**config.mk**
```make
export PLATFORM = sky130hd
export DESIGN_NAME = volume_mute_config_regs
export DESIGN_NICKNAME = d
export VERILOG_FILES = /design/src/rtl/vol_pkg.sv /design/src/rtl/volume_mute_config_regs.sv
export VERILOG_INCLUDE_DIRS = /design/src /design/src/rtl
export SDC_FILE = /design/constraint.sdc
export NUM_CORES = 1
export LEC_CHECK = 0
export BUFFER_PORTS_ARGS = -buffer_cell sky130_fd_sc_hd__buf_2
export CAP_MARGIN = 20
export CORE_MARGIN = 8
export CORE_UTILIZATION = 30
export DETAILED_ROUTE_END_ITERATION = 12
export HOLD_SLACK_MARGIN = 0.06
export PLACE_DENSITY = 0.52
export SYNTH_ARGS = -nofsm -noshare
export SYNTH_HDL_FRONTEND = slang
export SYNTH_SLANG_ARGS = --single-unit
```
**constraint.sdc**
```tcl
create_clock -name clk_in -period 14.9 [get_ports clk_in]
set_input_delay 2.98 -clock clk_in [delete_from_list [all_inputs] [get_ports clk_in]]
set_output_delay 2.98 -clock clk_in [all_outputs]
set_load 0.05 [all_outputs]
```
**src/rtl/volume_mute_regs.svh**
```systemverilog
// Register offsets, field positions, reset values and timing figures of the volume and mute control block.
`ifndef VOLUME_MUTE_REGS_SVH
`define VOLUME_MUTE_REGS_SVH
`define ADDR_TRIM 8'h09
`define ADDR_MUTE 8'h0a
`define ADDR_CFG1 8'h0b
`define ADDR_CFG2 8'h0c
`define RST_TRIM 8'h00
`define RST_MUTE 8'h00
`define RST_CFG1 6'h20
`define RST_CFG2 5'h0d
`define RST_GAIN 9'h1a4
`define CFG1_PIN_EN 5
`define CFG1_PIN_POL 4
`define CFG2_TO_MSB 4
`define CFG2_TO_LSB 2
`define CFG2_MODE_MSB 1
`define GAIN_MIN 9'h024
`define GAIN_MAX 9'h1fc
`define CLK_PERIOD_NS 10
`define NS_PER_MS 1000000
`define TO_MS_0 5
`define TO_MS_1 10
`define TO_MS_2 15
`define TO_MS_3 18
`define TO_MS_4 20
`define TO_MS_5 30
`define TO_MS_6 40
`define TO_MS_7 50
`endif

```
**src/rtl/vol_pkg.sv**
```systemverilog
// Types shared by the volume and mute control block.
`default_nettype none
package vol_pkg;
   typedef logic [8:0] qgain_t;
   typedef logic [23:0] timer_t;
   typedef enum logic [1:0] {
      ZC_NOW = 2'b00,
      ZC_DISCARD = 2'b01,
      ZC_FLUSH = 2'b10,
      ZC_RSVD = 2'b11
   } zc_mode_t;
   typedef struct packed {
      logic [7:0] trim;
      logic [7:0] mute;
      logic [5:0] cfg1;
      logic [4:0] cfg2;
      logic [1:0] pin_sync;
      logic [7:0] zc_s1;
      logic [7:0] zc_s2;
      qgain_t [7:0] last_tgt;
      qgain_t [7:0] applied;
      qgain_t [7:0] pend;
      logic [7:0] pend_v;
      timer_t [7:0] timer;
      logic [7:0] mute_eff;
      logic [7:0] rdata;
   } state_t;
endpackage
`default_nettype wire

```
**src/rtl/volume_mute_config_regs.sv**
```systemverilog
// Trim, mute, pin-mute, pair-link and zero-crossing timing logic for an eight-channel volume stage.
// Function
// RULE1: Set trim bit adds a quarter decibel.
// RULE2: Trim changes obey zero-crossing mode and time-out.
// RULE3: Any code valid; gain clamped to analog span.
// RULE4: Gain is half-step code plus trim quarter.
// RULE5: Mute bit n mutes channel n plus one.
// RULE6: Pin enable gates the external mute pin.
// RULE7: Polarity bit selects the pin's muting level.
// RULE8: Linked pair follows the odd channel's settings.
// RULE9: Link bits three..zero tie channels eight..two.
// RULE10: Unlinked pair channels are controlled independently.
// RULE11: Time-out field bits 4:2, reset selects 18 ms.
// RULE12: Time-out codes map to 5..50 ms.
// RULE13: Mode: immediate, discard superseded, or flush superseded.
// RULE14: Half-step code is twice dB plus 210.
// RULE15: Time-out counts clocks, restarts on new change.
`include "volume_mute_regs.svh"
`default_nettype none
module volume_mute_config_regs import vol_pkg::*; #(
   parameter int unsigned CYC_PER_MS = `NS_PER_MS / `CLK_PERIOD_NS
) (
   input wire logic clk_in,
   input wire logic rst_n_in,
   input wire logic wr_en_in,
   input wire logic rd_en_in,
   input wire logic [7:0] addr_in,
   input wire logic [7:0] wdata_in,
   input wire logic [7:0][7:0] vol_code_in,
   input wire logic [7:0] zero_cross_in,
   input wire logic mute_pin_in,
   output logic [7:0] rdata_out,
   output logic [7:0][8:0] gain_out,
   output logic [7:0] mute_out
);
   state_t q;
   state_t d;
   zc_mode_t mode;
   timer_t limit;
   qgain_t [7:0] tgt;
   logic [7:0] chg;
   logic [7:0] msel;
   logic pin_act;

   // Cycles of the selected time-out, less one, since the count starts at zero.
   function automatic timer_t to_limit(input logic [2:0] sel);
      int unsigned ms;
      ms = 0;
      unique case (sel)
         3'h0: ms = `TO_MS_0;
         3'h1: ms = `TO_MS_1;
         3'h2: ms = `TO_MS_2;
         3'h3: ms = `TO_MS_3;
         3'h4: ms = `TO_MS_4;
         3'h5: ms = `TO_MS_5;
         3'h6: ms = `TO_MS_6;
         3'h7: ms = `TO_MS_7;
      endcase
      return timer_t'(ms * CYC_PER_MS - 1); // RULE12 RULE15
   endfunction

   assign mode = zc_mode_t'(q.cfg2[`CFG2_MODE_MSB:0]);
   assign limit = to_limit(q.cfg2[`CFG2_TO_MSB:`CFG2_TO_LSB]); // RULE11
   assign pin_act = q.cfg1[`CFG1_PIN_EN] && (q.pin_sync[1] == q.cfg1[`CFG1_PIN_POL]); // RULE6 RULE7

   for (genvar i = 0; i < 8; i++) begin : g_ch
      localparam int P = i - (i % 2);
      logic link;
      qgain_t raw;
      // An even channel of a linked pair takes its odd partner's code, trim and mute.
      assign link = (i % 2 == 1) && q.cfg1[i / 2]; // RULE8 RULE9 RULE10
      // The quarter-step code is the half-step volume code with the trim bit appended.
      assign raw = link ? {vol_code_in[P], q.trim[P]} : {vol_code_in[i], q.trim[i]}; // RULE1 RULE4 RULE14
      assign tgt[i] = (raw > `GAIN_MAX) ? `GAIN_MAX : ((raw < `GAIN_MIN) ? `GAIN_MIN : raw); // RULE3
      assign msel[i] = link ? q.mute[P] : q.mute[i]; // RULE5 RULE8
      assign chg[i] = tgt[i] != q.last_tgt[i];
   end

   always_comb begin
      d = q;
      d.pin_sync = {q.pin_sync[0], mute_pin_in};
      d.zc_s1 = zero_cross_in;
      d.zc_s2 = q.zc_s1;
      for (int i = 0; i < 8; i++) begin
         d.mute_eff[i] = msel[i] | pin_act; // RULE5 RULE6
         d.last_tgt[i] = tgt[i];
         if (q.pend_v[i]) begin
            d.timer[i] = q.timer[i] + 24'h000001;
            // A pending change lands on a zero crossing, on time-out, or at once in immediate or reserved mode.
            if (q.zc_s2[i] || q.timer[i] >= limit || mode == ZC_NOW || mode == ZC_RSVD) begin // RULE13 RULE15
               d.applied[i] = q.pend[i];
               d.pend_v[i] = 1'b0;
            end
         end
         if (chg[i]) begin
            if (mode == ZC_NOW || mode == ZC_RSVD) begin
               d.applied[i] = tgt[i]; // RULE13
               d.pend_v[i] = 1'b0;
            end else begin
               if (q.pend_v[i] && mode == ZC_FLUSH) begin
                  d.applied[i] = q.pend[i]; // RULE13
               end
               d.pend[i] = tgt[i]; // RULE2 RULE13
               d.pend_v[i] = 1'b1;
               d.timer[i] = '0; // RULE15
            end
         end
      end
      if (wr_en_in) begin
         case (addr_in)
            `ADDR_TRIM: d.trim = wdata_in;
            `ADDR_MUTE: d.mute = wdata_in;
            `ADDR_CFG1: d.cfg1 = wdata_in[5:0];
            `ADDR_CFG2: d.cfg2 = wdata_in[4:0];
            default: d.trim = q.trim;
         endcase
      end
      if (rd_en_in) begin
         case (addr_in)
            `ADDR_TRIM: d.rdata = q.trim;
            `ADDR_MUTE: d.rdata = q.mute;
            `ADDR_CFG1: d.rdata = {2'h0, q.cfg1};
            `ADDR_CFG2: d.rdata = {3'h0, q.cfg2};
            default: d.rdata = 8'h00;
         endcase
      end
      if (!rst_n_in) begin
         d = '0;
         // The synchronisers keep sampling through reset, so no false pin mute follows its release.
         d.pin_sync = {q.pin_sync[0], mute_pin_in};
         d.zc_s1 = zero_cross_in;
         d.zc_s2 = q.zc_s1;
         d.trim = `RST_TRIM;
         d.mute = `RST_MUTE;
         d.cfg1 = `RST_CFG1; // RULE6 RULE7 RULE8
         d.cfg2 = `RST_CFG2; // RULE11
         for (int i = 0; i < 8; i++) begin
            d.last_tgt[i] = `RST_GAIN;
            d.applied[i] = `RST_GAIN;
         end
      end
   end

   always_ff @(posedge clk_in) begin
      q <= d;
   end

   assign rdata_out = q.rdata;
   assign gain_out = q.applied;
   assign mute_out = q.mute_eff;
endmodule
`default_nettype wire

```
==> impl_results.md <==
* Initial antenna violation count at 3
* Critical path class: flip-flop to flip-flop
* Syn Nets at 3,570
* Clock root buffer: clkbuf_16
* First-pass DRT Iterations at 5
* Final #Nets at 3,614
* Max cap viols at 0
* Post-Layout Cell Count at 4,552
* Max_slew headroom at 22.9%
* Synth warn at 0
* CTS buffer count at 52
* Clock Path Buffers at 3
* Flops & latches, synth at 483
* Final HPWL DP at 59,000 um
* Worst path arrival time at 8.48 ns
* Die area at 102,000 um^2
* Die width at 319 um
* H-tree depth at 2
* Ys flop type: dfxtp_1
* Largest fanout on the critical path at 15
* Vias in the first global route at 21,600
* Clk_lat worst skew at 0.60 ns
* EDFF count, synth at 0
* Most frequent cells in the layout: dfxtp_1, nor2_1, nand2_1
* Status: finished, final reports clean
* Starting Density at 30.2%
* Crit path required time at 15.40 ns
* DRT antenna net count at 0
* CTS sink cnt at 483
* Post-synthesis sequential area ratio at 35.1%
* Final setup violation count at 0
* Setup crit start kind: flip-flop
* Commonest non-fill, non-tap cell in the layout: dfxtp_1
* Post-Synthesis Cells at 3,280
* Drt wl/cell at 17.6 um
* Placed Area at 29,000 um^2
* Hold Path Depth at 0
* Vias at 22,900
* Total Power at 0.00297 W
* Worst VDD drop at 74.3 uV
* Vias per inst at 5.03
* Starting DRC count in detailed routing at 1,416
* Final Slew Violations at 0
* FFs w/ async S/R, synth at 0%
* Worst Hold Path EP: q[434]
* Port Buffer Count at 180
* Min-delay src: q[442]
* Design Area, Final at 30,900 um^2
* Layout cells sized above 1 at 11.3%
* Leakage at 12.3 nW
* Fmax at 125 MHz
* Largest net degree at the start of global routing at 81
* Flop2flop setup slack at 6.92 ns
* Crit-path slowest cell: ha_1
* Minimum clock period at 7.98 ns
* Clk pin slew, worst setup/hold paths at 0.06 ns
* Floorplan core area at 91,200 um^2
* Syn Std Cell Area at 27,500 um^2
* Slew of the pin with the lowest slew margin at 1.16 ns
* Detailed Route WL at 80,000 um
* Most Frequent Cell on Critical Path: ha_1
* Die Height at 319 um
* Synth top area share at 35.1%
* CTS tree: built
* Clk_skew at 0.0162 ns
* Placed Cells at 4,454
* Area Overhead vs Synth at 12.2%
* Area share of and/or/nand/nor cells after synthesis at 20.2%
* Number of library cell types mapped by synthesis at 100
* Num ports at 181
* GP Congestion at 0.823
* Area contributors post-synth: dfxtp_1, ha_1, nor2_1
* Final-report hold violation count at 0
* Worst path max stage delay at 0.68 ns
* Largest family of logic cells by synthesized area: simple AND/OR/NAND/NOR gates
* Row Count at 111
* Compound-cell area share of the yosys netlist at 16.9%
* Global-route wire length before repair at 126,000 um
* TNS Setup at 0 ns
* FF-to-FF path depth at 27
* Grt ovf at 0
* Period utilization at 53.5%
* Worst Hold Class: flip-flop to flip-flop
* Synth Area in XOR/XNOR at 8.89%
* Synth Area in Adders at 9.25%
* Setup crit end kind: flip-flop
* Hold_buf cts at 0
* Drt drc at 0
* Area leader, netlist: dfxtp_1
* Power per cell area at 96.2 nW/um^2
* Antenna fix cells at 0
* Total global-route track usage at 15.1%
* Mux contribution to synthesized area at 3.93%
* Syn avg cell area at 8.39 um^2
* RSZ-0062 raised after global routing: false
* Post-CTS Setup Repair Bufs at 0
* Post-CTS resize count at 0
* Reg2reg end: gain_out[57]
[kinds of logic after synthesis]
kind of cell,after synthesis
multiplexers,107
AND/OR/NAND/NOR,1208
AO/OA/AOI/OAI,689
flip-flops,483
XOR/XNOR,273
adder cells (fa/ha/maj),200
buffers and inverters,320
[power by group]
part	switching, W	leakage [nW]	internal [W]
sequential	0.0000278	3.95	0.00133
combinational	0.000148	7.43	0.0000702
clock	0.000550	0.911	0.000848
[stage by stage]
| stage | hold WS (ns) | setup WS, ns | util [%] |
|---|---|---|---|
| final | 0.327 | 6.92 | 33.9 |
| after global routing | 0.332 | 6.44 | 33.9 |
| after floorplan | 0.310 | 8.15 | - |
| after CTS | 0.327 | 6.85 | 33.8 |
| after global placement | 0.311 | 7.01 | 31.8 |
| after detailed placement | 0.312 | 6.86 | 31.8 |
[worst max-delay path, delay by kind of cell (launching register included)]
| family | cells | cell delay, ns |
|---|---|---|
| flip-flops | 1 | 0.30 |
| multiplexers | 1 | 0.17 |
| AND/OR/NAND/NOR | 3 | 0.72 |
| AO/OA/AOI/OAI | 9 | 2.13 |
| adder cells (fa/ha/maj) | 7 | 2.97 |
| XOR/XNOR | 2 | 0.76 |
| buffers and inverters | 5 | 0.78 |
[cell usage after synthesis (32+ instances only)]
cell      number
o22ai_1       33
ha_1         190
dfxtp_1      483
nand3_1      118
o21ai_0      118
buf_4         90
nor2_1       450
nand4_1       66
mux2i_1       98
a211oi_1      62
and3_1        42
inv_1         85
nand2_1      309
nor3_1        60
clkbuf_1     116
xor2_1       143
xnor2_1      127
a21oi_1      213
and2_1        32
[routing by layer]
layer  up-vias  GRT usage (%)  wire, um
li1      11600              -         -
met1     10700           21.4     39800
met2       464           24.3     35500
met3        75           2.29      3480
met4         0           2.68      1180
met5         -              0         0
[area by class of cell]
class / instances / area (um^2)
flip-flops and latches: 483 / 9670
clock buffers: 81 / 1580
well taps: 1186 / 1480
repair buffers: 223 / 1230
multi-input cells: 2477 / 16300
fillers: 9572 / 60300
inverters: 87 / 332
clock inverters: 15 / 265
[flip-flops by register name, indices dropped and copies added (netlist names), named ones only]
| signal | flops |
|---|---|
| g_ch.link | 4 |
| q | 375 |
| mute_out | 8 |
| gain_out | 72 |
| rdata_out | 8 |
| g_ch.raw | 4 |
| msel | 4 |
| mode | 2 |
[how the worst max path moves through the flow]
stage / startpoint / to / slack (ns) / cells after the start
final: flip-flop / gain_out[57] / 6.92 / 27
after global routing: flip-flop / gain_out[57] / 6.44 / 27
after CTS: flip-flop / gain_out[57] / 6.85 / 27
after detailed placement: flip-flop / gain_out[54] / 6.86 / 27
after global placement: flip-flop / gain_out[60] / 7.01 / 27
after floorplan: flip-flop / gain_out[54] / 8.15 / 25
(Power assumes the default switching activity.)
